[src/rtl/expander_defines.svh]
// constants of the expander write path: addresses, byte fields, reset values
`ifndef EXPANDER_DEFINES_SVH
`define EXPANDER_DEFINES_SVH

// upper three slave-address bits per port group
`define GROUP_A_ADDR_HI 3'h6
`define GROUP_B_ADDR_HI 3'h5

// group A data byte layout
`define A_OUT0_BIT 0
`define A_OUT1_BIT 1
`define A_MASK_LSB 2
`define A_OUT6_BIT 6
`define A_OUT7_BIT 7

// reset values
`define OUT_RESET 1'b0
`define B_OUT_RESET 8'h00
`define MASK_RESET 4'h0
`define LINE_IDLE 4'hf

// bits per byte and the clock count that ends the byte
`define BYTE_BITS 4'h8

`endif

[src/rtl/expander_pkg.sv]
// types of the expander write path
package expander_pkg;
    typedef enum logic [2:0] {
        ST_IDLE,
        ST_ADDR,
        ST_ADDR_ACK,
        ST_DATA,
        ST_DATA_ACK,
        ST_SKIP
    } xfer_state_t;

    // four-level strap code of one address-select pin
    typedef enum logic [1:0] {
        STRAP_GND,
        STRAP_SUPPLY,
        STRAP_DATA,
        STRAP_CLOCK
    } strap_t;
endpackage

[src/rtl/bit_link_if.sv]
// filtered bus levels and line events passed from the filter to the core
`timescale 1ns/1ps
interface bit_link_if;
    logic scl;
    logic sda;
    logic pin_a;
    logic pin_b;
    logic scl_rise;
    logic scl_fall;
    logic start_det;
    logic stop_det;

    modport front (output scl, sda, pin_a, pin_b, scl_rise, scl_fall, start_det, stop_det);
    modport core (input scl, sda, pin_a, pin_b, scl_rise, scl_fall, start_det, stop_det);
endinterface

[src/rtl/i2c_expander_write_path.sv]
// serial-bus slave write path of the twelve-output port expander
`timescale 1ns/1ps
`include "expander_defines.svh"
// Function
// - acknowledge group A address, snapshot ports, release alert
// - each group A byte: acknowledge, outputs, mask
// - group B address acknowledged, ports sampled
// - each group B byte acknowledged, outputs updated
// - all bits of one byte change together
// - address prefix 110 group A, 101 group B
// - eighth bit low write, high read
// - two four-level pins give low address bits
module i2c_expander_write_path
    import expander_pkg::*;
#(
    parameter int MON_W = 4
) (
    input wire logic core_clk,
    input wire logic rst_n,
    input wire logic scl_pin,
    input wire logic sda_pin,
    output logic sda_out,
    output logic sda_oe,
    input wire logic addr_select_pin_a,
    input wire logic addr_select_pin_b,
    input wire logic [MON_W-1:0] monitored_inputs,
    output logic group_a_output_0,
    output logic group_a_output_1,
    output logic group_a_output_6,
    output logic group_a_output_7,
    output logic [7:0] group_b_outputs,
    output logic [MON_W-1:0] int_mask,
    output logic [7:0] port_snapshot,
    output logic snapshot_strobe,
    output logic alert_release
);
    if (MON_W != 4) begin : g_bad_width
        $error("group A byte carries exactly four monitored inputs");
    end

    bit_link_if lk ();

    i2c_line_filter #(.LINES(4)) u_filter (
        .core_clk(core_clk),
        .rst_n(rst_n),
        .scl_pin(scl_pin),
        .sda_pin(sda_pin),
        .pin_a(addr_select_pin_a),
        .pin_b(addr_select_pin_b),
        .lk(lk)
    );

    // ****************************************
    // decode helpers
    // ****************************************
    // s: pin with data low and clock high; p: pin with data high and clock low
    function automatic strap_t strap_code(input logic s, input logic p);
        case ({s, p})
            2'b00: strap_code = STRAP_GND;
            2'b11: strap_code = STRAP_SUPPLY;
            2'b01: strap_code = STRAP_DATA;
            default: strap_code = STRAP_CLOCK;
        endcase
    endfunction

    function automatic logic addr_match(input logic [7:0] b, input logic [2:0] hi,
                                        input logic [3:0] lo);
        addr_match = (b[7:5] == hi) && (b[4:1] == lo) && !b[0];
    endfunction

    // ****************************************
    // transfer state
    // ****************************************
    xfer_state_t state_reg, state_next;
    logic [3:0] bit_reg, bit_next;
    logic [7:0] shift_reg, shift_next;
    logic group_b_reg, group_b_next;
    logic [1:0] strap_s_reg, strap_s_next;
    logic [1:0] pin_prev_reg;
    logic [3:0] addr_low_reg, addr_low_next;
    logic oe_reg, oe_next;
    logic a0_reg, a0_next, a1_reg, a1_next, a6_reg, a6_next, a7_reg, a7_next;
    logic [7:0] b_reg, b_next;
    logic [MON_W-1:0] mask_reg, mask_next;
    logic [7:0] snap_reg, snap_next;
    logic snap_stb_reg, snap_stb_next;
    logic rel_reg, rel_next;
    logic [MON_W-1:0] mon_s1_reg, mon_s2_reg, mon_s3_reg, mon_reg, mon_next; // async pins

    // start and stop win over any byte in flight, so a cut byte is dropped
    always_comb begin
        state_next = state_reg;
        bit_next = bit_reg;
        shift_next = shift_reg;
        group_b_next = group_b_reg;
        strap_s_next = strap_s_reg;
        addr_low_next = addr_low_reg;
        oe_next = oe_reg;
        a0_next = a0_reg;
        a1_next = a1_reg;
        a6_next = a6_reg;
        a7_next = a7_reg;
        b_next = b_reg;
        mask_next = mask_reg;
        snap_next = snap_reg;
        snap_stb_next = 1'b0;
        rel_next = 1'b0;
        mon_next = (mon_s2_reg & mon_s3_reg) | (mon_reg & (mon_s2_reg | mon_s3_reg));
        if (lk.start_det) begin
            state_next = ST_ADDR;
            bit_next = 4'h0;
            oe_next = 1'b0;
            strap_s_next = {lk.pin_b, lk.pin_a}; // data low, clock high
        end else if (lk.stop_det) begin
            state_next = ST_IDLE;
            oe_next = 1'b0;
        end else begin
            case (state_reg)
                ST_ADDR: begin
                    if (lk.scl_rise) begin
                        shift_next = {shift_reg[6:0], lk.sda};
                        bit_next = bit_reg + 4'h1;
                        // first bit is always high, clock was low a cycle ago
                        if (bit_reg == 4'h0) begin
                            addr_low_next = {strap_code(strap_s_reg[1], pin_prev_reg[1]),
                                             strap_code(strap_s_reg[0], pin_prev_reg[0])};
                        end
                    end else if (lk.scl_fall && bit_reg == `BYTE_BITS) begin
                        // reads belong to the read path, so they are not answered here
                        if (addr_match(shift_reg, `GROUP_A_ADDR_HI, addr_low_reg)) begin
                            group_b_next = 1'b0;
                            oe_next = 1'b1;
                            state_next = ST_ADDR_ACK;
                        end else if (addr_match(shift_reg, `GROUP_B_ADDR_HI, addr_low_reg)) begin
                            group_b_next = 1'b1;
                            oe_next = 1'b1;
                            state_next = ST_ADDR_ACK;
                        end else begin
                            state_next = ST_SKIP;
                        end
                    end
                end
                ST_ADDR_ACK: begin
                    if (lk.scl_rise) begin
                        snap_stb_next = 1'b1;
                        rel_next = !group_b_reg;
                        snap_next = group_b_reg ? b_reg :
                            {a7_reg, a6_reg, mon_reg, a1_reg, a0_reg};
                    end else if (lk.scl_fall) begin
                        oe_next = 1'b0;
                        bit_next = 4'h0;
                        state_next = ST_DATA;
                    end
                end
                ST_DATA: begin
                    if (lk.scl_rise) begin
                        shift_next = {shift_reg[6:0], lk.sda};
                        bit_next = bit_reg + 4'h1;
                    end else if (lk.scl_fall && bit_reg == `BYTE_BITS) begin
                        oe_next = 1'b1;
                        state_next = ST_DATA_ACK;
                    end
                end
                ST_DATA_ACK: begin
                    // whole byte lands on one edge after its acknowledge
                    if (lk.scl_fall) begin
                        oe_next = 1'b0;
                        bit_next = 4'h0;
                        state_next = ST_DATA;
                        if (group_b_reg) begin
                            b_next = shift_reg;
                        end else begin
                            a0_next = shift_reg[`A_OUT0_BIT];
                            a1_next = shift_reg[`A_OUT1_BIT];
                            a6_next = shift_reg[`A_OUT6_BIT];
                            a7_next = shift_reg[`A_OUT7_BIT];
                            mask_next = shift_reg[`A_MASK_LSB +: MON_W];
                        end
                    end
                end
                ST_IDLE, ST_SKIP: begin
                    oe_next = 1'b0;
                end
                default: begin
                    state_next = ST_IDLE;
                    oe_next = 1'b0;
                end
            endcase
        end
    end

    always_ff @(posedge core_clk or negedge rst_n) begin
        if (!rst_n) begin
            state_reg <= ST_IDLE;
            bit_reg <= 4'h0;
            shift_reg <= 8'h00;
            group_b_reg <= 1'b0;
            strap_s_reg <= 2'h0;
            pin_prev_reg <= 2'h0;
            addr_low_reg <= 4'h0;
            oe_reg <= 1'b0;
            a0_reg <= `OUT_RESET;
            a1_reg <= `OUT_RESET;
            a6_reg <= `OUT_RESET;
            a7_reg <= `OUT_RESET;
            b_reg <= `B_OUT_RESET;
            mask_reg <= `MASK_RESET;
            snap_reg <= 8'h00;
            snap_stb_reg <= 1'b0;
            rel_reg <= 1'b0;
            mon_s1_reg <= {MON_W{1'b0}};
            mon_s2_reg <= {MON_W{1'b0}};
            mon_s3_reg <= {MON_W{1'b0}};
            mon_reg <= {MON_W{1'b0}};
        end else begin
            state_reg <= state_next;
            bit_reg <= bit_next;
            shift_reg <= shift_next;
            group_b_reg <= group_b_next;
            strap_s_reg <= strap_s_next;
            pin_prev_reg <= {lk.pin_b, lk.pin_a};
            addr_low_reg <= addr_low_next;
            oe_reg <= oe_next;
            a0_reg <= a0_next;
            a1_reg <= a1_next;
            a6_reg <= a6_next;
            a7_reg <= a7_next;
            b_reg <= b_next;
            mask_reg <= mask_next;
            snap_reg <= snap_next;
            snap_stb_reg <= snap_stb_next;
            rel_reg <= rel_next;
            mon_s1_reg <= monitored_inputs;
            mon_s2_reg <= mon_s1_reg;
            mon_s3_reg <= mon_s2_reg;
            mon_reg <= mon_next;
        end
    end

    // open drain: the pin is only ever pulled low
    assign sda_out = 1'b0;
    assign sda_oe = oe_reg;
    assign group_a_output_0 = a0_reg;
    assign group_a_output_1 = a1_reg;
    assign group_a_output_6 = a6_reg;
    assign group_a_output_7 = a7_reg;
    assign group_b_outputs = b_reg;
    assign int_mask = mask_reg;
    assign port_snapshot = snap_reg;
    assign snapshot_strobe = snap_stb_reg;
    assign alert_release = rel_reg;
endmodule

[src/rtl/i2c_line_filter.sv]
// pin synchroniser, glitch filter and start/stop/edge detection
`timescale 1ns/1ps
`include "expander_defines.svh"
module i2c_line_filter #(
    parameter int LINES = 4
) (
    input wire logic core_clk,
    input wire logic rst_n,
    input wire logic scl_pin,
    input wire logic sda_pin,
    input wire logic pin_a,
    input wire logic pin_b,
    bit_link_if.front lk
);
    if (LINES != 4) begin : g_bad_lines
        $error("line filter serves exactly four lines");
    end

    // ****************************************
    // three-stage synchroniser and filter
    // ****************************************
    logic [LINES-1:0] raw;
    logic [LINES-1:0] s1_reg, s2_reg, s3_reg;
    logic [LINES-1:0] lvl_reg, lvl_next;
    logic rise_reg, rise_next, fall_reg, fall_next;
    logic start_reg, start_next, stop_reg, stop_next;

    assign raw = {pin_b, pin_a, sda_pin, scl_pin};

    // a level only moves once stages two and three agree
    for (genvar i = 0; i < LINES; i++) begin : g_filt
        always_comb begin
            lvl_next[i] = (s2_reg[i] == s3_reg[i]) ? s2_reg[i] : lvl_reg[i];
        end
    end

    // events taken from filtered levels, never from the first stage
    always_comb begin
        rise_next = lvl_next[0] & ~lvl_reg[0];
        fall_next = ~lvl_next[0] & lvl_reg[0];
        start_next = lvl_reg[0] & lvl_next[0] & lvl_reg[1] & ~lvl_next[1];
        stop_next = lvl_reg[0] & lvl_next[0] & ~lvl_reg[1] & lvl_next[1];
    end

    always_ff @(posedge core_clk or negedge rst_n) begin
        if (!rst_n) begin
            s1_reg <= `LINE_IDLE;
            s2_reg <= `LINE_IDLE;
            s3_reg <= `LINE_IDLE;
            lvl_reg <= `LINE_IDLE;
            rise_reg <= 1'b0;
            fall_reg <= 1'b0;
            start_reg <= 1'b0;
            stop_reg <= 1'b0;
        end else begin
            s1_reg <= raw;
            s2_reg <= s1_reg;
            s3_reg <= s2_reg;
            lvl_reg <= lvl_next;
            rise_reg <= rise_next;
            fall_reg <= fall_next;
            start_reg <= start_next;
            stop_reg <= stop_next;
        end
    end

    assign lk.scl = lvl_reg[0];
    assign lk.sda = lvl_reg[1];
    assign lk.pin_a = lvl_reg[2];
    assign lk.pin_b = lvl_reg[3];
    assign lk.scl_rise = rise_reg;
    assign lk.scl_fall = fall_reg;
    assign lk.start_det = start_reg;
    assign lk.stop_det = stop_reg;
endmodule

[config.mk]
export PLATFORM = sky130hd
export DESIGN_NAME = i2c_expander_write_path
export DESIGN_NICKNAME = d
export VERILOG_FILES = /design/src/rtl/expander_pkg.sv /design/src/rtl/bit_link_if.sv /design/src/rtl/i2c_expander_write_path.sv /design/src/rtl/i2c_line_filter.sv
export VERILOG_INCLUDE_DIRS = /design/src /design/src/rtl
export SDC_FILE = /design/constraint.sdc
export NUM_CORES = 1
export LEC_CHECK = 0
export BUFFER_PORTS_ARGS = -buffer_cell sky130_fd_sc_hd__buf_2
export CAP_MARGIN = 20
export CORE_ASPECT_RATIO = 1.2
export CORE_MARGIN = 10
export CORE_UTILIZATION = 52
export DETAILED_ROUTE_END_ITERATION = 6
export PLACE_DENSITY = 0.75
export SYNTH_ARGS = -nofsm -noshare
export SYNTH_HDL_FRONTEND = slang
export SYNTH_SLANG_ARGS = --single-unit
[constraint.sdc]
create_clock -name core_clk -period 1.85 [get_ports core_clk]
set_input_delay 0.185 -clock core_clk [delete_from_list [all_inputs] [get_ports core_clk]]
set_output_delay 0.185 -clock core_clk [all_outputs]
set_load 0.03 [all_outputs]
==> reports/summary.md, run 1 <==
The post-DP HPWL is 4970 um, and the fraction of layout instances using a drive strength above 1 is 40.7%. Routability-driven placement finished with a final weighted congestion of 0.908. The critical path capture point type was a flop.

Across every metal layer, demand over resource in global routing totals 13.6%. Setup repair after global routing could not meet its margin everywhere. In the routed design, unresolved DRC markers number 0.

Dividing the synthesized area by the synthesized cell count gives 13.0 um^2. After detailed routing, the average wire length per cell comes to 15.6 um. The critical path in this run is classified as reg -> reg. The flow ran to the end, but the final reports show violations. The later pin in the worst-skew pair is clocked with a latency of 0.35 ns.

The number of nets handed over by synthesis was 289. The tightest min-delay check is of the in -> async type. The routed layout has 2375 vias.

Counting flops with a built-in enable in the synthesized netlist gives 0. On the final layout, the worst clock skew is 0.00770 ns. The pre-antenna-repair detailed-routing pass consisted of 4 iterations. In the final layout, the multi-input gates occupy 1310 um^2. After filler insertion, the fill cell instance count of the layout stands at 490. After the first detailed-routing iteration, the DRC count stood at 70. The arrival time of data at the critical path endpoint is 2.09 ns, and the count of pins on the block boundary is 38. The register bit total from synthesis came out at 87. The maximum fanout along the worst path works out to 3.

The count of maximum capacitance violations is 0. For the die footprint, the log shows 10600 um^2. The first global-routing pass estimated 11500 um of wire.

Deepest level of the CTS H-tree: 3. The most common flop cell mapped by yosys was dfrtp_1. Number of sinks on the clock net: 87. The tools report the number of core rows as 32. The top-area cell type share of the netlist area came out at 49.9%.

The worst setup path is launched from a flop. The most common cell after layout, fill and taps aside is dfrtp_1. The die is 111 um tall.

The number of library cell types mapped by synthesis is 50. For the number of nets at the end of the flow, the log shows 365. The count of nets left with antenna violations once routing finished came out at 0. Counting flops with an async set or reset pin after synthesis yields a share of 100%. Entering global routing, the biggest net connects 38 pins.

After detailed routing, the number of vias per cell comes to 5.41. In the finished design, the share of the clock period the worst path needs comes to 101%. The sequential cells in the finished layout cover a total of 2200 um^2.

After synthesis, the cell types taking the most area are dfrtp_1, dfstp_2, mux2_2. The logs give 0 for the initial antenna violation count and 537 MHz for the highest attainable clock frequency. Share of the core filled with cells: 67.9%.

The total overflow reported by the global router is 0. The final reports fail on setup timing. The total area inside the core boundary comes to 6530 um^2. The die width works out to 95.5 um. The port buffer count was 36; the power density relative to cell area was 1120 nW/um^2.

The smallest setup slack after layout was -0.0126 ns; the total clock buffers created by CTS was 9. The clock slew seen by the registers of the worst setup and hold paths was 0.09 ns. Synthesis produced 273 cells.

In this run the deepest clock path goes through 2 buffers. For this configuration, the core starts out at a cell density of 54.5%. The growth of design area from synthesis to finish was 24.6%; the leakage power summed over all cells was 0.00207 uW. The largest voltage drop on the vdd net came out at 772 uV.

TritonCTS built the clock tree. The tools report the final hold violation count as 0. For this run, the register share of the synthesized area comes to 61.7%.

The run gives 1 as the final count of negative-setup-slack endpoints. The count of final max-slew check failures is 0, and the synthesized cell area is 3560 um^2. The worst path needs 1.86 ns of the cycle, external delays included. During synthesis, Yosys emitted a total of 0 warnings. The number of antenna diodes in the final layout is 0. The top cell types in the final layout, fill and taps aside, are dfrtp_1, buf_2, buf_4.

Total power for the finished layout comes to 4960 uW. The number of global-route vias before repair was 2409. At the worst endpoint, the required time is 2.08 ns.

Summed over all instances, the cell type with the most area after synthesis is dfrtp_1. For this block, the routed nets add up to 6860 um of wire. The tools report the clock root buffer as clkbuf_8.
## path summary, 6_finish.rpt
path	start	endpoint	slack, ns	cells after the start
worst min-delay path	rst_n	int_mask[2]	0.32	2
worst max register to register	u_filter.lk.stop_det	group_b_reg	-0.01	5
min in group core_clk	mon_s1_reg[1]	mon_s2_reg[1]	0.35	0
worst min register to register	mon_s1_reg[1]	mon_s2_reg[1]	0.35	0
worst max-delay path	u_filter.lk.stop_det	group_b_reg	-0.01	5
max in group asynchronous	rst_n	bit_reg[3]	0.94	3
## stage by stage
stage          TNS, ns  setup WS (ns)  area (um^2)  hold slack, ns  instances
4_1_cts        -0.0190        -0.0190         4340           0.326        436
2_1_floorplan        0        0.00121         3570          -0.111        273
3_5_place_dp    -0.277        -0.0931         4030           0.165        411
6_report       -0.0126        -0.0126         4430           0.319        439
5_1_grt         -0.241        -0.0715         4430           0.343        439
3_3_place_gp    -0.108        -0.0377         4030           0.165        411
## where the power goes
group / total, uW / switching, uW / internal [uW]
sequential: 2310 / 177 / 2130
combinational: 1320 / 712 / 606
clock: 1330 / 691 / 641
total: 4960 / 1580 / 3380
## cell type report
type	instances	share of cell area (%)
Sequential cell	87	49.5
Inverter	9	0.762
Clock buffer	9	2.79
Multi-Input combinational cell	165	29.5
Timing Repair Buffer	77	13.3
Tap cell	85	2.40
Clock inverter	7	1.75
## synthesized netlist by cell type, drive strengths merged (2+ instances only)
cell      n
o211ai    2
dfrtp    71
or4       5
a2bb2oi   2
maj3      8
or4b      3
inv       9
nand3b    2
a21oi     4
o21ai    19
nand2    17
xnor2     5
dfstp    16
clkbuf    6
nand4bb   2
buf       6
nand3     3
nor3      8
mux2i     8
nand2b    6
ha        6
nor2     11
a211oi    3
nor4      5
or2       2
nor4b     2
mux2     25
## timing repair
action,CTS,global route
gates cloned,0,2
resized for setup,6,18
pin swaps,1,1
endpoints found under the setup margin,10,18
hold buffers,9,0
buffers inserted,0,1
endpoints found under the hold margin,27,0
## worst max-delay path, cell delays in order, from the launching register on
cell and delay [ns]:
dfrtp_1 0.40, buf_6 0.12, or4b_4 0.48, or4_4 0.44
o41ai_2 0.21, a2bb2oi_1 0.09
## logic make-up after synthesis
kind of cell | Yosys count | synth area share (%)
XOR/XNOR | 6 | 1.48
buffers and inverters | 21 | 2.92
AND/OR/NAND/NOR | 73 | 12.3
AO/OA/AOI/OAI | 38 | 6.96
multiplexers | 33 | 10.2
adder cells (fa/ha/maj) | 14 | 4.36
other | 1 | 0.105
flip-flops | 87 | 61.7
## per-layer routing
layer	wire length (um)	part of all wire (%)	global-route usage, %	vias up
li1	-	-	-	1125
met1	2880	42	16.6	1182
met2	3530	52	21.5	54
met3	288	4.2	3.65	14
met4	157	2.3	6.58	0
met5	0	0	0	-
(Power assumes the default switching activity.)
==> run 2, diff against run 1 <==
==> constraint.sdc (replaced) <==
create_clock -name core_clk -period 1.6 [get_ports core_clk]
set_input_delay 0.16 -clock core_clk [delete_from_list [all_inputs] [get_ports core_clk]]
set_output_delay 0.16 -clock core_clk [all_outputs]
set_load 0.03 [all_outputs]
==> run 2 against run 1 <==
Net effect:
- the flow still finishes with violations (setup timing)
- final area rose by 6.5%
- power rose by 26%
- die area did not move
- sequential share of layout area fell by 3.0 points
- sequential power rose by 16%
- global-route usage rose by 0.31 points
- combinational power rose by 55%
- critical endpoint unchanged
==> reports/summary.md, run 2 (synthesis gave the netlist of run 1 again) <==
The final total power came out at 6270 uW. The tool flagged a number of max-cap violations equal to 0. The repair_antennas step left the layout with diodes totalling 0. The first detailed-routing pass took 4 iterations. Entering global routing, the biggest net connects 40 pins.

In this run the number of H-tree levels came out at 3. Cells with a size suffix above 1 make up 47.9% of the layout. For the final database, setup skew stands at 0.0125 ns. The average wire per cell in the routed design is 15.9 um. The run gives 0.00220 uW as the leakage power summed over all cells.

The die boundary height was 111 um. Share of the clock period used by the worst path: 117%. For the highest attainable clock frequency, the log shows 536 MHz. The post-DP HPWL is 5050 um, and the power density relative to cell area is 1330 nW/um^2. After clock tree synthesis, the clock-pin slew on the worst setup and hold paths is 0.09 ns. The tree is rooted in a clkbuf_8.

The number of nets at the end of the flow is 387, and the count of pins on the block boundary is 38. After floorplanning, the core was divided into 32 placement rows. The run gives 118 as the number of DRC markers after the initial detailed-route iteration. The number of global-route vias before repair is 2539, and the sum of negative setup slack is -6.19 ns. The worst setup path is captured at a flop. The run gives 0 as the number of remaining DRC errors. In the routed layout, each cell is associated on average with a via count of 5.38. Across the whole layout, storage elements account for 2200 um^2. The number of nets with antenna violations after detailed routing is 0. The wire length of the first global-routing pass is 11900 um.

Fill cells in the final layout number 439. For the die footprint, the log shows 10600 um^2. The run gives -0.266 ns as the smallest setup slack after layout. The run gives 13.9% as the overall track demand over capacity in global routing. Of all nets on the critical path, the largest fanout is 3. Routability-driven placement finished with a final weighted congestion of 0.859. The run gives 9 as the total clock buffers created by CTS. For the total wirelength of the detailed-routed design, the log shows 7350 um. The worst setup path is of the reg -> reg kind. The signal on the critical path passes through or4b_4, or4_4, nor4_2, a2bb2oi_1. Input and output buffers added on the ports amount to 36. The flow ran to the end, but the final reports show violations. Setup repair after global routing could not meet its margin everywhere. The worst setup path is launched from a flop.

The cell area after placement is 4200 um^2, and the time the final worst path needs with I/O delays and setup is 1.87 ns. Leaving out fill and tap cells, the most frequent cell in the layout is dfrtp_1. Final hold violation count: 0. The type of the most critical hold path was in -> async. After floorplanning, the core was sized to cover 6530 um^2. Slowest stage cell on the critical path: or4b_4. Data arrives at the worst endpoint at 2.13 ns. Count of final max-slew check failures: 0. In the layout the commonest cells are dfrtp_1, buf_4, buf_2. The effective utilization at floorplan is 54.5%.

The number of sinks on the clock net is 87. From synthesis to final layout, the design area changed by 32.6%. Data on the critical path is required at its endpoint by 1.87 ns.

The total overflow left after global routing is 0. The final reports fail on setup timing. TritonCTS built the clock tree.

The final design instance area without fill is 4720 um^2, and the area of the multi-input gates is 1430 um^2. The largest voltage drop on the vdd net is 739 uV, and the die width is 95.5 um. Final hold analysis gives a worst-case slack of 0.272 ns. In this design, the stage delay of the slowest critical-path cell is 0.55 ns.

The tools report the clock latency on the worst-skew pair as 0.35 ns. The share of the core filled with cells is 72.3%. The initial antenna violation count is 0. The via count is 2479. The longest clock path from root to sink contains 2 buffers. Setup violations remaining at the end of the flow were counted as 46.
## run 2: cell types whose count changed in the layout (fill, tap and decap cells not counted), moves of 3 or more
cell	change
nor3_2	+3
mux2_2	-5
mux2_4	+5
nor3_1	-3
buf_4	+19
o21ai_0	-3
buf_6	+4
o21ai_1	+3
## run 2: final timing paths
check                         startpoint            end  slack (ns)  depth (start not counted)
setup / recovery            state_reg[2]    group_b_reg       -0.27                          4
hold / removal                     rst_n    int_mask[2]        0.27                          2
setup reg to reg            state_reg[2]    group_b_reg       -0.27                          4
hold reg to reg            mon_s1_reg[1]  mon_s2_reg[1]        0.36                          0
max in group asynchronous          rst_n  mon_s2_reg[0]        0.70                          3
min in group core_clk      mon_s1_reg[1]  mon_s2_reg[1]        0.36                          0
## run 2: routing by layer
layer  track usage [%]  vias up  part of all wire [%]
li1                  -     1176                     -
met1              17.2     1246                    43
met2              22.4       51                    50
met3              4.06        6                   5.6
met4              5.00        0                  0.94
met5                 0        -                     0
## run 2: critical path: cells and delay by family (launching register included)
| family | cells | cell delay (ns) |
|---|---|---|
| AND/OR/NAND/NOR | 3 | 1.16 |
| AO/OA/AOI/OAI | 1 | 0.19 |
| flip-flops | 1 | 0.42 |
## run 2: what timing repair did
item / 4_1_cts / 5_1_grt
buffers inserted: 2 / 4
endpoints found under the hold margin: 34 / 0
pin swaps: 6 / 4
hold buffers: 9 / 0
gates cloned: 0 / 1
resized for setup: 18 / 21
endpoints found under the setup margin: 46 / 46
## run 2: area by class of cell
type,count,share of cell area (%)
Sequential cell,87,46.6
Multi-Input combinational cell,165,30.3
Timing Repair Buffer,99,15.8
Clock buffer,11,2.99
Tap cell,85,2.25
Clock inverter,5,1.35
Inverter,9,0.716
## run 2: per-stage QoR
step / setup WS (ns) / std cells
final: -0.266 / 461
after global routing: -0.329 / 461
after CTS: -0.230 / 456
after detailed placement: -0.216 / 429
after global placement: -0.175 / 429
after floorplan: -0.237 / 273
## run 2: where the power goes
group	internal (uW)	leakage [uW]	total (uW)	switching, uW
Combinational	1020	0.000993	2040	1020
Sequential	2470	0.00110	2670	197
Clock	785	0.000106	1570	783
